`config.mk`:
```
export PLATFORM = sky130hd
export DESIGN_NAME = wdc_decrement
export DESIGN_NICKNAME = d
export VERILOG_FILES = /design/src/core/wdc_pkg.sv /design/src/core/wdc_decrement.sv
export VERILOG_INCLUDE_DIRS = /design/src /design/src/core
export SDC_FILE = /design/constraint.sdc
export NUM_CORES = 1
export LEC_CHECK = 0
export BUFFER_PORTS_ARGS = -buffer_cell sky130_fd_sc_hd__buf_2
export CORE_MARGIN = 8
export CORE_UTILIZATION = 51
export CTS_BUF_LIST = sky130_fd_sc_hd__clkbuf_4 sky130_fd_sc_hd__clkbuf_8
export DETAILED_ROUTE_END_ITERATION = 16
export GPL_TIMING_DRIVEN = 1
export PLACE_DENSITY = 0.8
export SYNTH_ARGS = -nofsm -noshare
export SYNTH_HDL_FRONTEND = slang
export SYNTH_SLANG_ARGS = --single-unit
```
`constraint.sdc`:
```
create_clock -name sys_clk_i -period 4.2 [get_ports sys_clk_i]
set_clock_uncertainty 0.2 [all_clocks]
set_input_delay 0.21 -clock sys_clk_i [delete_from_list [all_inputs] [get_ports sys_clk_i]]
set_output_delay 0.21 -clock sys_clk_i [all_outputs]
set_load 0.1 [all_outputs]
```
`src/core/wdc_defs.svh`:
```
// Holds the offsets, field positions, reset values and counts of the decrement interpreter.
// Assumes inclusion by bare name from the package and the design file.
`ifndef WDC_DEFS_SVH
`define WDC_DEFS_SVH
`define WDC_ADDR_WIPER0 4'h0
`define WDC_ADDR_WIPER1 4'h1
`define WDC_ADDR_TCON 4'h4
`define WDC_ADDR_STATUS 4'h5
`define WDC_ADDR_WL0 4'h2
`define WDC_ADDR_WL1 4'h3
`define WDC_ADDR_WP 4'hF
`define WDC_CMD_WRITE 2'h0
`define WDC_CMD_INC 2'h1
`define WDC_CMD_DEC 2'h2
`define WDC_CMD_READ 2'h3
`define WDC_BITS_BYTE 4'h8
`define WDC_BITS_DECODE 4'h6
`define WDC_BIT_ERR 4'h7
`define WDC_FULL_8BIT 9'h100
`define WDC_FULL_7BIT 9'h080
`define WDC_WIPER_RST 9'h080
`define WDC_ZERO 9'h000
`endif

```
`src/core/wdc_pkg.sv`:
```
// Holds the types shared by the decrement interpreter.
// Assumes wdc_defs.svh is on the include path.
`include "wdc_defs.svh"
package wdc_pkg;
  typedef enum logic [1:0] {
    WDC_IDLE = 2'h0,
    WDC_SHIFT = 2'h1,
    WDC_ERROR = 2'h3
  } wdc_state_e;
  typedef struct packed {
    logic wiper0_lock;
    logic wiper1_lock;
    logic write_protect;
  } wdc_prot_s;
endpackage

```
`src/core/wdc_decrement.sv`:
```
// Holds the serial command interpreter for wiper decrement and protection-bit modify.
// Assumes the link pins arrive asynchronously and the nonvolatile writer runs elsewhere.
// What this block does
// - Decrement is one eight-bit command byte only.
// - Decrement accepted on wipers 0 and 1, and on protection bits under high voltage.
// - Update only after full eight-clock command.
// - Accepted decrement lowers wiper by one.
// - Only wiper zero or one is adjusted.
// - Invalid command drives output low until deselect.
// - Error flag appears on output at clock seven.
// - Decrement works from full scale downward.
// - Values above full scale block decrement.
// - Zero scale stays unchanged, no wrap.
// - Repeated decrements allowed in one select period.
// - Any valid command may follow, any wiper.
// - Wiper moves after the eighth clock.
// - High-voltage commands modify lock and protect bits.
// - Protection write starts after command and deselect.
// - During write cycle only volatile addresses accepted.
// - Address and command decoded from first six bits.
`timescale 1ns/1ps
`include "wdc_defs.svh"
module wdc_decrement #(
  parameter bit EIGHT_BIT = 1'b1
) (
  input wire logic sys_clk_i,
  input wire logic sys_rst_i,
  input wire logic sel_n_i,
  input wire logic high_voltage_select_level_i,
  input wire logic sck_i,
  input wire logic sdi_i,
  input wire logic nvm_write_active_i,
  output logic sdo_o,
  output logic sdo_oe_o,
  output logic command_error_flag_o,
  output logic [8:0] wiper0_o,
  output logic [8:0] wiper1_o,
  output wdc_pkg::wdc_prot_s prot_o,
  output logic nvm_start_o
);
  // ************************************************************
  // Input synchronisers
  // ************************************************************
  logic [3:0] s1_r;
  logic [3:0] s2_r;
  logic sck_d_r;
  always_ff @(posedge sys_clk_i) begin
    s1_r <= {high_voltage_select_level_i, sel_n_i, sck_i, sdi_i};
    s2_r <= s1_r;
    sck_d_r <= s2_r[1];
  end
  logic sel_act;
  logic hv;
  logic rise;
  logic fall;
  assign sel_act = ~s2_r[2];
  assign hv = s2_r[3];
  assign rise = s2_r[1] & ~sck_d_r;
  assign fall = ~s2_r[1] & sck_d_r;
  // ************************************************************
  // Command shifter and decode
  // ************************************************************
  wdc_pkg::wdc_state_e st_r, st_nxt;
  logic [3:0] cnt_r, cnt_nxt;
  logic [7:0] sh_r, sh_nxt;
  logic err_r, err_nxt;
  logic [8:0] w0_r, w0_nxt, w1_r, w1_nxt;
  wdc_pkg::wdc_prot_s prot_r, prot_nxt, pend_r, pend_nxt;
  logic pend_v_r, pend_v_nxt, start_r, start_nxt, sdo_r, sdo_nxt, oe_r, oe_nxt;
  logic [8:0] full;
  logic [3:0] addr;
  logic [1:0] cmd;
  logic bad;
  logic [7:0] shin;
  assign full = EIGHT_BIT ? `WDC_FULL_8BIT : `WDC_FULL_7BIT;
  assign shin = {sh_r[6:0], s2_r[0]};
  // Address and command are taken from the first six bits of the byte.
  assign addr = sh_r[5:2];
  assign cmd = sh_r[1:0];
  // By the eighth clock two more bits have entered, so the fields sit two places higher.
  logic [3:0] addr_b;
  logic [1:0] cmd_b;
  assign addr_b = shin[7:4];
  assign cmd_b = shin[3:2];
  always_comb begin
    bad = 1'b0;
    if (nvm_write_active_i && !(addr == `WDC_ADDR_WIPER0 || addr == `WDC_ADDR_WIPER1 ||
        addr == `WDC_ADDR_TCON || addr == `WDC_ADDR_STATUS)) begin
      bad = 1'b1;
    end else if (cmd == `WDC_CMD_INC || cmd == `WDC_CMD_DEC) begin
      // Only wipers, or protection bits under high voltage, take steps.
      bad = !(addr == `WDC_ADDR_WIPER0 || addr == `WDC_ADDR_WIPER1 ||
              (hv && (addr == `WDC_ADDR_WL0 || addr == `WDC_ADDR_WL1 ||
                      addr == `WDC_ADDR_WP)));
    end
  end
  always_comb begin
    st_nxt = st_r;
    cnt_nxt = cnt_r;
    sh_nxt = sh_r;
    err_nxt = err_r;
    w0_nxt = w0_r;
    w1_nxt = w1_r;
    prot_nxt = prot_r;
    pend_nxt = pend_r;
    pend_v_nxt = pend_v_r;
    start_nxt = 1'b0;
    sdo_nxt = sdo_r;
    oe_nxt = oe_r;
    case (st_r)
      wdc_pkg::WDC_IDLE: begin
        cnt_nxt = 4'h0;
        oe_nxt = 1'b0;
        if (sel_act) begin
          st_nxt = wdc_pkg::WDC_SHIFT;
        end else if (pend_v_r) begin
          // Protection write begins only once select goes inactive.
          prot_nxt = pend_r;
          start_nxt = 1'b1;
          pend_v_nxt = 1'b0;
        end
      end
      wdc_pkg::WDC_SHIFT: begin
        if (!sel_act) begin
          st_nxt = wdc_pkg::WDC_IDLE;
        end else if (rise) begin
          sh_nxt = shin;
          cnt_nxt = cnt_r + 4'h1;
          if (cnt_r + 4'h1 == `WDC_BITS_BYTE) begin
            // One byte completes a step command; the next byte starts fresh.
            cnt_nxt = 4'h0;
            if (cmd_b == `WDC_CMD_DEC || cmd_b == `WDC_CMD_INC) begin
              if (addr_b == `WDC_ADDR_WIPER0 || addr_b == `WDC_ADDR_WIPER1) begin
                // Step wiper at eighth clock, saturating and skipping above full.
                if (addr_b == `WDC_ADDR_WIPER0) begin
                  if (cmd_b == `WDC_CMD_DEC && w0_r <= full && w0_r != `WDC_ZERO) begin
                    w0_nxt = w0_r - 9'h001;
                  end else if (cmd_b == `WDC_CMD_INC && w0_r < full) begin
                    w0_nxt = w0_r + 9'h001;
                  end
                end else if (cmd_b == `WDC_CMD_DEC && w1_r <= full && w1_r != `WDC_ZERO) begin
                  w1_nxt = w1_r - 9'h001;
                end else if (cmd_b == `WDC_CMD_INC && w1_r < full) begin
                  w1_nxt = w1_r + 9'h001;
                end
              end else begin
                // Decrement sets a protection bit, increment clears it.
                // Several such commands in one select period build on each other.
                pend_nxt = pend_v_r ? pend_r : prot_r;
                if (addr_b == `WDC_ADDR_WL0) pend_nxt.wiper0_lock = (cmd_b == `WDC_CMD_DEC);
                if (addr_b == `WDC_ADDR_WL1) pend_nxt.wiper1_lock = (cmd_b == `WDC_CMD_DEC);
                if (addr_b == `WDC_ADDR_WP) pend_nxt.write_protect = (cmd_b == `WDC_CMD_DEC);
                pend_v_nxt = 1'b1;
              end
            end
          end
        end else if (fall && cnt_r == `WDC_BITS_DECODE) begin
          // The error flag leaves during clock seven; high means no error.
          oe_nxt = 1'b1;
          sdo_nxt = ~bad;
          if (bad) begin
            err_nxt = 1'b1;
            st_nxt = wdc_pkg::WDC_ERROR;
          end
        end
      end
      default: begin
        // Output held low and commands ignored until deselect.
        sdo_nxt = 1'b0;
        oe_nxt = 1'b1;
        if (!sel_act) begin
          st_nxt = wdc_pkg::WDC_IDLE;
          err_nxt = 1'b0;
          oe_nxt = 1'b0;
        end
      end
    endcase
  end
  always_ff @(posedge sys_clk_i) begin
    if (sys_rst_i) begin
      st_r <= wdc_pkg::WDC_IDLE;
      cnt_r <= 4'h0;
      sh_r <= 8'h00;
      err_r <= 1'b0;
      w0_r <= `WDC_WIPER_RST;
      w1_r <= `WDC_WIPER_RST;
      prot_r <= '0;
      pend_r <= '0;
      pend_v_r <= 1'b0;
      start_r <= 1'b0;
      sdo_r <= 1'b1;
      oe_r <= 1'b0;
    end else begin
      st_r <= st_nxt;
      cnt_r <= cnt_nxt;
      sh_r <= sh_nxt;
      err_r <= err_nxt;
      w0_r <= w0_nxt;
      w1_r <= w1_nxt;
      prot_r <= prot_nxt;
      pend_r <= pend_nxt;
      pend_v_r <= pend_v_nxt;
      start_r <= start_nxt;
      sdo_r <= sdo_nxt;
      oe_r <= oe_nxt;
    end
  end
  assign sdo_o = sdo_r;
  assign sdo_oe_o = oe_r;
  assign command_error_flag_o = err_r;
  assign wiper0_o = w0_r;
  assign wiper1_o = w1_r;
  assign prot_o = prot_r;
  assign nvm_start_o = start_r;
  // ************************************************************
  // Checks
  // ************************************************************
  a_err_holds_low: assert property (@(posedge sys_clk_i) disable iff (sys_rst_i)
    (st_r == wdc_pkg::WDC_ERROR && sel_act) |=> (sdo_o == 1'b0))
    else $error("output not low after error");
  a_err_clear: assert property (@(posedge sys_clk_i) disable iff (sys_rst_i)
    (err_r && !sel_act) |=> ##1 !err_r)
    else $error("error flag not cleared on deselect");
  a_dec_one: assert property (@(posedge sys_clk_i) disable iff (sys_rst_i)
    (w0_r != $past(w0_r) && $past(sel_act)) |-> (w0_r == $past(w0_r) - 9'h001 ||
     w0_r == $past(w0_r) + 9'h001))
    else $error("wiper moved by more than one");
  a_no_wrap: assert property (@(posedge sys_clk_i) disable iff (sys_rst_i)
    ($past(w0_r) == `WDC_ZERO) |-> (w0_r != 9'h1FF))
    else $error("wiper wrapped below zero");
  a_above_full: assert property (@(posedge sys_clk_i) disable iff (sys_rst_i)
    ($past(w1_r) > full) |-> (w1_r == $past(w1_r)))
    else $error("wiper above full scale changed");
  a_start_deselect: assert property (@(posedge sys_clk_i) disable iff (sys_rst_i)
    nvm_start_o |-> $past(!sel_act, 2))
    else $error("write started while selected");
  a_move_eighth: assert property (@(posedge sys_clk_i) disable iff (sys_rst_i)
    (w0_r != $past(w0_r)) |-> ($past(cnt_r) == 4'h7 && $past(rise)))
    else $error("wiper moved off the eighth clock");
  a_err_oe: assert property (@(posedge sys_clk_i) disable iff (sys_rst_i)
    $rose(err_r) |-> (sdo_oe_o && !sdo_o))
    else $error("error flag not driven");
endmodule

```
Word-level counts from Yosys, hierarchy flattened
Cells that the tools add are included.
{ "classes": {"div_mod_pow": 0, "n_eq_ne": 29, "bitwise_logic": 9, "n_reduce_logical": 44, "mul": 0, "add_sub_neg": 5, "magnitude_cmp": 4, "mux": 43, "shifts": 0} }
{ "ops": {"columns": ["operator", "count"], "rows": [
  ["$mux 9", 4],
  ["$mux 1", 23],
  ["$add 9x1->9 const B", 2],
  ["$le 9x9->1 const B", 2],
  ["$lt 9x9->1 const B", 2],
  ["$ne 2x2->1 const B", 9],
  ["$reduce_bool 9->1", 2],
  ["$sub 9x1->9 const B", 2],
  ["$eq 4x2->1 const B", 4],
  ["$reduce_and 8->1", 2],
  ["$eq 4x3->1 const B", 3],
  ["$eq 4x4->1 const B", 3],
  ["$mux 2", 6],
  ["$mux 4", 3],
  ["$reduce_and 6->1", 2],
  ["$reduce_bool 2->1", 5],
  ["$logic_and 1x1->1", 9],
  ["$logic_or 1x1->1", 9],
  ["$ne 3x3->1 const B", 3],
  ["$reduce_and 3->1", 3],
  ["$eq 4x1->1 const B", 2],
  ["$logic_not 4->1", 2],
  ["$pmux 1 s2", 4],
  ["$pmux 4 s2", 1],
  ["other kinds (15)", 27]
]} }
{ "word_totals": {"latch_bits": 0, "rom_bits": 0, "elab_cells": 153, "mem_count": 0, "regBits": 51, "output_inout_bits": 25, "ram_bits": 0} }

Depth between registers and ports, before layout
Gate-level depths: netlist (run 1).
{ "logic_depth": {"word_depth": 13, "ltp_mapped": 12, "depth_no_buf": 11} }

Worst setup path before layout (run 1)
Ideal clock, no wire load.
{ "synth_path": {"path_type": "register to register", "from": "register w1_r[1], in the netlist wiper1_o[1]", "to": "register w1_r[6], in the netlist wiper1_o[6]", "stages_incl_launch_ff": 12, "synth_period_minus_slack_ps": 3790, "path_buffers": 1, "t_arrival_ps": 3519, "t_required_ps": 3930, "setup_ps": 70, "slack_ps": 410, "path_cell_list": "dfxtp_1 buf_2 or4_4 nor2_1 mux2i_1 xor2_1 ha_1 or4_1 nor3_1 a32oi_1 or3_1 a21oi_1"} }
{ "synth_between": {"elab_chain_len": 5, "word_cells_on_any_way": 12} }
{ "synth_rtl": {"columns": ["item", "line_no", "text"], "rows": [
  ["start: declaration", "wdc_decrement.sv:67", "logic [8:0] w0_r, w0_nxt, w1_r, w1_nxt;"],
  ["start signal: assignment", "wdc_decrement.sv:186", "w1_r <= `WDC_WIPER_RST;"],
  ["start signal: assignment", "wdc_decrement.sv:199", "w1_r <= w1_nxt;"],
  ["$le 9x9->1", "wdc_decrement.sv:141", "end else if (cmd_b == `WDC_CMD_DEC && w1_r <= full && w1_r != `WDC_ZERO) begin"],
  ["$logic_and 1x1->1", "wdc_decrement.sv:141", null],
  ["$logic_and 1x1->1 (no source line)", null, null],
  ["$reduce_bool 2->1 (no source line)", null, null],
  ["$reduce_and 8->1 (no source line)", null, null]
]} }
Parallel ways exist; a longest one is shown, timed or not. The select of a mux whose other input is x is not followed.
A chain may end at the register's enable or synchronous reset.

Worst setup path after layout (run 1)
{ "layout_path": {"from": "register w0_r[0], in the netlist wiper0_o[0]", "to": "register w0_r[8], in the netlist wiper0_o[8]"} }
{ "layout_between": {"elab_chain_len": 5, "word_cells_on_any_way": 12} }
{ "layout_rtl": {"columns": ["item", "line_no", "text"], "rows": [
  ["start: declaration", "wdc_decrement.sv:67", null],
  ["start signal: assignment", "wdc_decrement.sv:185", "w0_r <= `WDC_WIPER_RST;"],
  ["start signal: assignment", "wdc_decrement.sv:198", "w0_r <= w0_nxt;"],
  ["$le 9x9->1", "wdc_decrement.sv:136", "if (cmd_b == `WDC_CMD_DEC && w0_r <= full && w0_r != `WDC_ZERO) begin"],
  ["$logic_and 1x1->1", "wdc_decrement.sv:136", null],
  ["$logic_and 1x1->1 (no source line)", null, null],
  ["$reduce_bool 2->1 (no source line)", null, null],
  ["$reduce_and 8->1 (no source line)", null, null]
]} }
Parallel ways exist; a longest one is shown, timed or not. The select of a mux whose other input is x is not followed.

==> results of run 1 <==
-- final timing paths --
check        slack [ps]  cells after the start          end
max                 640                     10  wiper0_o[8]
min reg2reg         140                      0      s2_r[1]
max reg2reg         640                     10  wiper0_o[8]
min                 140                      0      s2_r[1]
-- cell usage after synthesis, drive strengths merged (2+ instances only) --
| cell type | number | area [µm²] |
|---|---|---|
| inv | 12 | 45.04 |
| and4 | 2 | 17.52 |
| nand3 | 9 | 45.04 |
| nor3b | 3 | 22.52 |
| nor2 | 52 | 195.2 |
| a21oi | 24 | 123.9 |
| nand3b | 2 | 15.01 |
| a31oi | 3 | 18.77 |
| nand4b | 3 | 26.28 |
| xnor2 | 8 | 70.07 |
| xor2 | 3 | 26.28 |
| a211oi | 6 | 45.04 |
| and3 | 4 | 25.02 |
| clkbuf | 12 | 45.04 |
| a221oi | 2 | 23.77 |
| nand2b | 3 | 18.77 |
| mux2i | 18 | 180.2 |
| o211ai | 3 | 22.52 |
| o21bai | 5 | 37.54 |
| nor3 | 6 | 30.03 |
| ha | 13 | 162.7 |
| o21ai | 13 | 65.06 |
| dfxtp | 51 | 1021 |
| nor2b | 6 | 37.54 |
| or4 | 4 | 37.53 |
| a32oi | 2 | 17.52 |
| nor4 | 5 | 31.28 |
| or3 | 7 | 43.79 |
| nor4bb | 2 | 20.02 |
| buf | 4 | 26.27 |
| nand2 | 18 | 67.56 |
-- per-layer routing --
metal  track usage, %  up-vias  part of all wire, %
met5                0        -                    0
met2            26.15       44                   47
met4            5.991        0                  1.1
met3            3.676        8                  4.7
met1            17.59     1059                   47
li1                 -     1203                    -
-- state kept, by name (all words and copies together), names as in the netlist --
register / flops
wiper0_o: 9
wiper1_o: 9
sh_r: 7
cnt_r: 4
s1_r: 4
s2_r: 4
pend_r: 3
prot_o: 3
st_r: 2
command_error_flag_o: 1
nvm_start_o: 1
pend_v_r: 1
sck_d_r: 1
sdo_o: 1
sdo_oe_o: 1
-- what timing repair did --
action,in CTS,in global routing
hold buffers,4,0
endpoints found under the hold margin,4,0
setup endpoints to repair,0,0
-- power breakdown --
part           internal [mW]  switching, mW
Clock                  0.124          0.181
Combinational         0.0101         0.0198
Sequential             0.490        0.00566
Total                  0.623          0.206
-- area by class of cell --
class	instances	area, µm²
timing repair buffer	37	210.2
inverter	12	45.04
multi-input combinational	241	1574
sequential	51	1021
clock inverter	3	27.53
fill	479	2073
tap	70	87.58
clock buffer	5	68.82
-- logic make-up after synthesis --
logic type / share of synthesized area, %
compound gates: 17.03
simple gates: 24.09
mux: 6.645
buf+inv: 4.291
xor+xnor: 3.554
flops: 37.66
fa+ha+maj: 6.738
==> results_dict.tcl, run 1 <==
set metrics [dict create \
    status "complete, no violations" \
    cts_resized 0 \
    ys_ff_latch 51 \
    layout.cells.non_filler 419 \
    fin_hold_ws_ps 135.7 \
    grt_pass1_wl_um 9715 \
    fin_crit_sh_pct 84.72 \
    via_per_inst 5.523 \
    clockBufferDepth 2 \
    start_kind "flop" \
    grt_max_degree 44 \
    critPathMaxStageDelay_ps 460 \
    layout_commonest_cell "nor2_1" \
    grt.overflow.total 0 \
    area_growth_pct 11.91 \
    crit_type "reg -> reg" \
    synth_area_mm2 0.002711 \
    place.gp.congestion 0.8760 \
    critPathLaunch "wiper0_o[0]" \
    max_freq_mhz 281.0 \
    grt.total_usage_pct 15.19 \
    grt_pass1_vias 2230 \
    worstPathRequired_ps 4170 \
    cts_setup_buffers 0 \
    r2r_start "wiper0_o[0]" \
    drv_slew 0 \
    fin_util_pct 59.41 \
    cp_slowest_cell "nor2_1" \
    diodes 0 \
    hp-start "s1_r[1]" \
    finish.instance_area_mm2 0.003034 \
    path_buf_inv 0 \
    die_area_mm2 0.007906 \
    dr.pass1.iters 4 \
    die_h_um 88.92 \
    syn_avg_cell_area_um2 8.473 \
    arrival_ps 3530 \
    ys_types 51 \
    hold_viol_final 0 \
    wirelength_um 5607 \
    cts_made_buffers 5 \
    drc_errors 0 \
    wl_per_cell_um 13.38 \
    dr_total_vias 2314 \
    synth_edf_count 0 \
    placed_area_mm2 0.002898 \
    crit_fanout 8 \
    drv_cap 0 \
    cts_tree "built" \
    pre_cts_slack_ps 650.8 \
    rsz0062_at_grt "no" \
    antenna_found_initial 0 \
    hold_class "reg -> reg" \
    syn_nets 341 \
    synth_seq_area_share_pct 37.66 \
    drive_gt1_share_pct 13.47 \
    async_flop_share_pct 0 \
    final_cell_mix "nor2_1, dfxtp_1, buf_2" \
    period_minus_slack_ps 3558 \
    first_iter_violations 93 \
    ys.flop_type "dfxtp_1" \
    port_buffers 31 \
    ant_nets 0 \
    crit_chain "nor4_1, nand2_1, xnor2_1, nor2_1, ha_1, a21oi_1, o211ai_1, o41a_1, a221oi_1, a31oi_1" \
    clock-sinks 51 \
    core_area_mm2 0.005107 \
    ir_drop_mv 0.2976 \
    dp.cells 407 \
    clk_pin_slew_ps 100 \
    setup_ws_ps 641.7 \
    endpoint_kind "flop" \
    slew_headroom_pct 48.34 \
    final-setup-viol-count 0 \
    io_pins 32 \
    die_w_um 88.92 \
    power_leakage_nw 1.220 \
    worstSkewPairLatency_ps 310 \
    netlist_instances 320 \
    total_power_uw 830.0 \
    p_per_area_mw_per_mm2 273.5 \
    worst_slew_pin_slew_ps 774.9 \
    fin_nets 369 \
    clockRootBuffer "clkbuf_8" \
    ys_warn_count 0 \
    finalSetupTns_ps 0 \
    place_hpwl_um 3959 \
    cp_top_family "compound AO/OA/AOI/OAI gates" \
    rows 26 \
    start_util_pct 53.09 \
    htree_levels 2 \
]
(Power assumes the default switching activity.)
==> run 2, diff against run 1 <==
--- a/config.mk
+++ b/config.mk
@@ -6,13 +6,14 @@
 export SDC_FILE = /design/constraint.sdc
 export NUM_CORES = 1
 export LEC_CHECK = 0
+export ABC_AREA = 1
 export BUFFER_PORTS_ARGS = -buffer_cell sky130_fd_sc_hd__buf_2
 export CORE_MARGIN = 8
 export CORE_UTILIZATION = 51
 export CTS_BUF_LIST = sky130_fd_sc_hd__clkbuf_4 sky130_fd_sc_hd__clkbuf_8
 export DETAILED_ROUTE_END_ITERATION = 16
 export GPL_TIMING_DRIVEN = 1
-export PLACE_DENSITY = 0.8
+export PLACE_DENSITY = 0.83
 export SYNTH_ARGS = -nofsm -noshare
 export SYNTH_HDL_FRONTEND = slang
 export SYNTH_SLANG_ARGS = --single-unit
==> constraint.sdc (replaced) <==
create_clock -name sys_clk_i -period 3.2 [get_ports sys_clk_i]
set_clock_uncertainty 0.2 [all_clocks]
set_input_delay 0.16 -clock sys_clk_i [delete_from_list [all_inputs] [get_ports sys_clk_i]]
set_output_delay 0.16 -clock sys_clk_i [all_outputs]
set_load 0.1 [all_outputs]
==> results_dict.tcl, run 2 <==
set metrics [dict create \
    p_per_area_mw_per_mm2 350.7 \
    min_to "prot_o[0]" \
    synth.top_cell.area_share_pct 36.66 \
    yosys-top-cells-area "dfxtp_1, a21oi_1, nand2_1" \
    synth.most_common_cell "nand2_1" \
    grt_max_degree 23 \
    yosysTopAreaCell "dfxtp_1" \
    start_kind "flop" \
    swShare_pct 24.50 \
    place.gp.congestion 0.9283 \
    synth_seq_area_share_pct 36.66 \
    synth_common_cells "nand2_1, dfxtp_1, inv_1, a21oi_1, nor2_1" \
    final_cell_mix "nand2_1, dfxtp_1, inv_1" \
    hold_viol_final 0 \
    area.sequential_mm2 0.001021 \
    synth_edf_count 0 \
    syn_nets 405 \
    antenna_found_initial 0 \
    worst_slew_pin_slew_ps 616.1 \
    ys_types 38 \
    start_util_pct 51.53 \
    clk_pin_slew_ps 100 \
    p_switching_uw 269.7 \
    worstPathRequired_ps 3260 \
    async_flop_share_pct 0 \
    cp_slowest_cell "dfxtp_1" \
    crit_type "reg -> reg" \
    hold_class "in -> reg" \
    fin_hold_ws_ps 77.60 \
    status "complete, no violations" \
    port_buffers 31 \
    grt.overflow.total 0 \
    setup_ws_ps 392.0 \
    io_pins 32 \
    seqPwrFrac_pct 59.0 \
    htree_levels 2 \
    dr_total_vias 2610 \
    diodes 0 \
    core_area_mm2 0.005405 \
    rows 27 \
    ant_nets 0 \
    first_iter_violations 155 \
    drive_gt1_share_pct 15.71 \
    synth_area_mm2 0.002785 \
    layout_commonest_cell "nand2_1" \
    fin_nets 440 \
    hp-start "sys_rst_i" \
    pre_cts_slack_ps 303.2 \
    crit_chain "inv_1, ha_2, nand3_1, inv_2, ha_1, a21oi_1, nand2_1, a21oi_1, o21bai_1, a21oi_1, nor2_1, nor2_1, xnor2_1, nand2_1, nand2_1" \
    r2r_setup_slack_ps 390 \
    power_frac_comb_pct 6.0 \
    min_path_cells 2 \
    arrival_ps 2860 \
    syn_avg_cell_area_um2 7.253 \
    netlist_instances 384 \
    ys_warn_count 0 \
    place_hpwl_um 4489 \
    cts_tree "built" \
    drv_slew 0 \
    finish.instance_area_mm2 0.003139 \
    area_growth_pct 12.71 \
    drc_errors 0 \
    period_minus_slack_ps 2808 \
    die_h_um 89.90 \
    intPower_uw 831.0 \
    p_clk_share_pct 35.0 \
    endpoint_kind "flop" \
    wl_per_cell_um 12.84 \
    multi_input_area_mm2 0.001516 \
    reg2regPathDepth 15 \
    dp.cells 479 \
    slew_headroom_pct 58.49 \
    power_leakage_nw 1.448 \
    max_freq_mhz 356.1 \
    dr.pass1.iters 5 \
    regToRegEndpoint "wiper0_o[7]" \
    fillCellCount 514 \
    layout.cells.non_filler 492 \
    r2r_start "sh_r[1]" \
    die_area_mm2 0.008082 \
    rsz0062_at_grt "no" \
    via_per_inst 5.305 \
    ys.flop_type "dfxtp_1" \
    worstSkewPairLatency_ps 310 \
    ir_drop_mv 0.2459 \
    clock-sinks 51 \
    crit_fanout 9 \
    fin_crit_sh_pct 87.75 \
    die_w_um 89.90 \
    clockBufferDepth 2 \
    placed_area_mm2 0.002993 \
    ys_ff_latch 51 \
    finalSetupTns_ps 0 \
    clockRootBuffer "clkbuf_8" \
    drv_cap 0 \
    grt_pass1_vias 2477 \
    wirelength_um 6318 \
    grt_pass1_wl_um 11070 \
    grt.total_usage_pct 15.93 \
    cts_made_buffers 5 \
    critPathMaxStageDelay_ps 350 \
    final-setup-viol-count 0 \
]
## run 2: cell types whose count changed in the layout (fill, tap and decap cells not counted), moves of 7 or more
cell and delta:
or3_1 -7, nand3_1 +14, o21ai_0 +30, nor2_1 -14
mux2i_1 -15, inv_1 +38, nand2_1 +35, nand4_1 +8
nand2_2 +11, a21oi_1 +17
## run 2: worst max-delay path, delay by kind of cell, from the launching register on
| family | cells | cell delay (ps) |
|---|---|---|
| adders and majority gates | 2 | 610 |
| and+or+nand+nor | 6 | 540 |
| AOI/OAI and AO/OA | 4 | 630 |
| buffers and inverters | 2 | 280 |
| DFF | 1 | 350 |
| xor gates and xnor gates | 1 | 140 |
## run 2: timing repair
| action | 4_1_cts | 5_1_grt |
|---|---|---|
| buffers inserted | 0 | 0 |
| resized for setup | 0 | 2 |
| hold buffers | 5 | 0 |
| endpoints found under the hold margin | 5 | 0 |
| endpoints found under the setup margin | 0 | 2 |
## run 2: worst max path at each step
stage / to / cells after the start / slack [ps] / from
6_report: wiper0_o[7] / 15 / 390 / sh_r[1]
5_1_grt: wiper0_o[7] / 16 / 100 / wiper0_o[0]
4_1_cts: wiper0_o[7] / 15 / 200 / sh_r[1]
3_5_place_dp: wiper0_o[7] / 15 / 300 / sh_r[1]
3_3_place_gp: wiper0_o[8] / 13 / 510 / sh_r[1]
2_1_floorplan: wiper0_o[7] / 16 / 100 / wiper0_o[0]
## run 2: area by class of cell
cell class | instances | share of cell area, %
multi-input cells | 269 | 48.31
repair buffers | 36 | 6.536
clock buffers | 6 | 2.431
inverters | 56 | 6.776
well taps | 72 | 2.870
flip-flops and latches | 51 | 32.52
clock inverters | 2 | 0.5580
## run 2: per-stage QoR
stage | total power [mW] | utilization, %
2_1_floorplan | 0.7089 | -
3_3_place_gp | 0.7226 | 55.37
6_report | 1.101 | 58.08
5_1_grt | 1.153 | 58.08
3_5_place_dp | 0.7244 | 55.37
4_1_cts | 1.111 | 58.03
## run 2: cell families (layout without fill, tap and decap cells)
group	Yosys count	after routing	share of synthesized area (%)
xor gates and xnor gates	11	11	3.459
AOI/OAI and AO/OA	93	93	18.60
and+or+nand+nor	148	148	24.66
adders and majority gates	14	14	6.559
buffers and inverters	64	100	8.984
muxes	3	3	1.078
DFF	51	51	36.66
## run 2: metal layers
layer	track usage [%]	vias to the layer above	routed length, µm	part of all wire, %
met5	0	-	0	0
met4	7.351	0	135	2.1
met3	4.073	14	337	5.3
met2	27.42	68	3076	49
met1	17.99	1186	2769	44
li1	-	1342	-	-
## run 2: power groups by stage
stage / Clock, mW / Sequential, mW / Combinational [mW]
floorplan: 0 / 0.669 / 0.0394
global placement: 0 / 0.664 / 0.0582
detailed placement: 0 / 0.665 / 0.0596
CTS: 0.396 / 0.650 / 0.0653
global route: 0.428 / 0.652 / 0.0731
finish: 0.385 / 0.650 / 0.0659
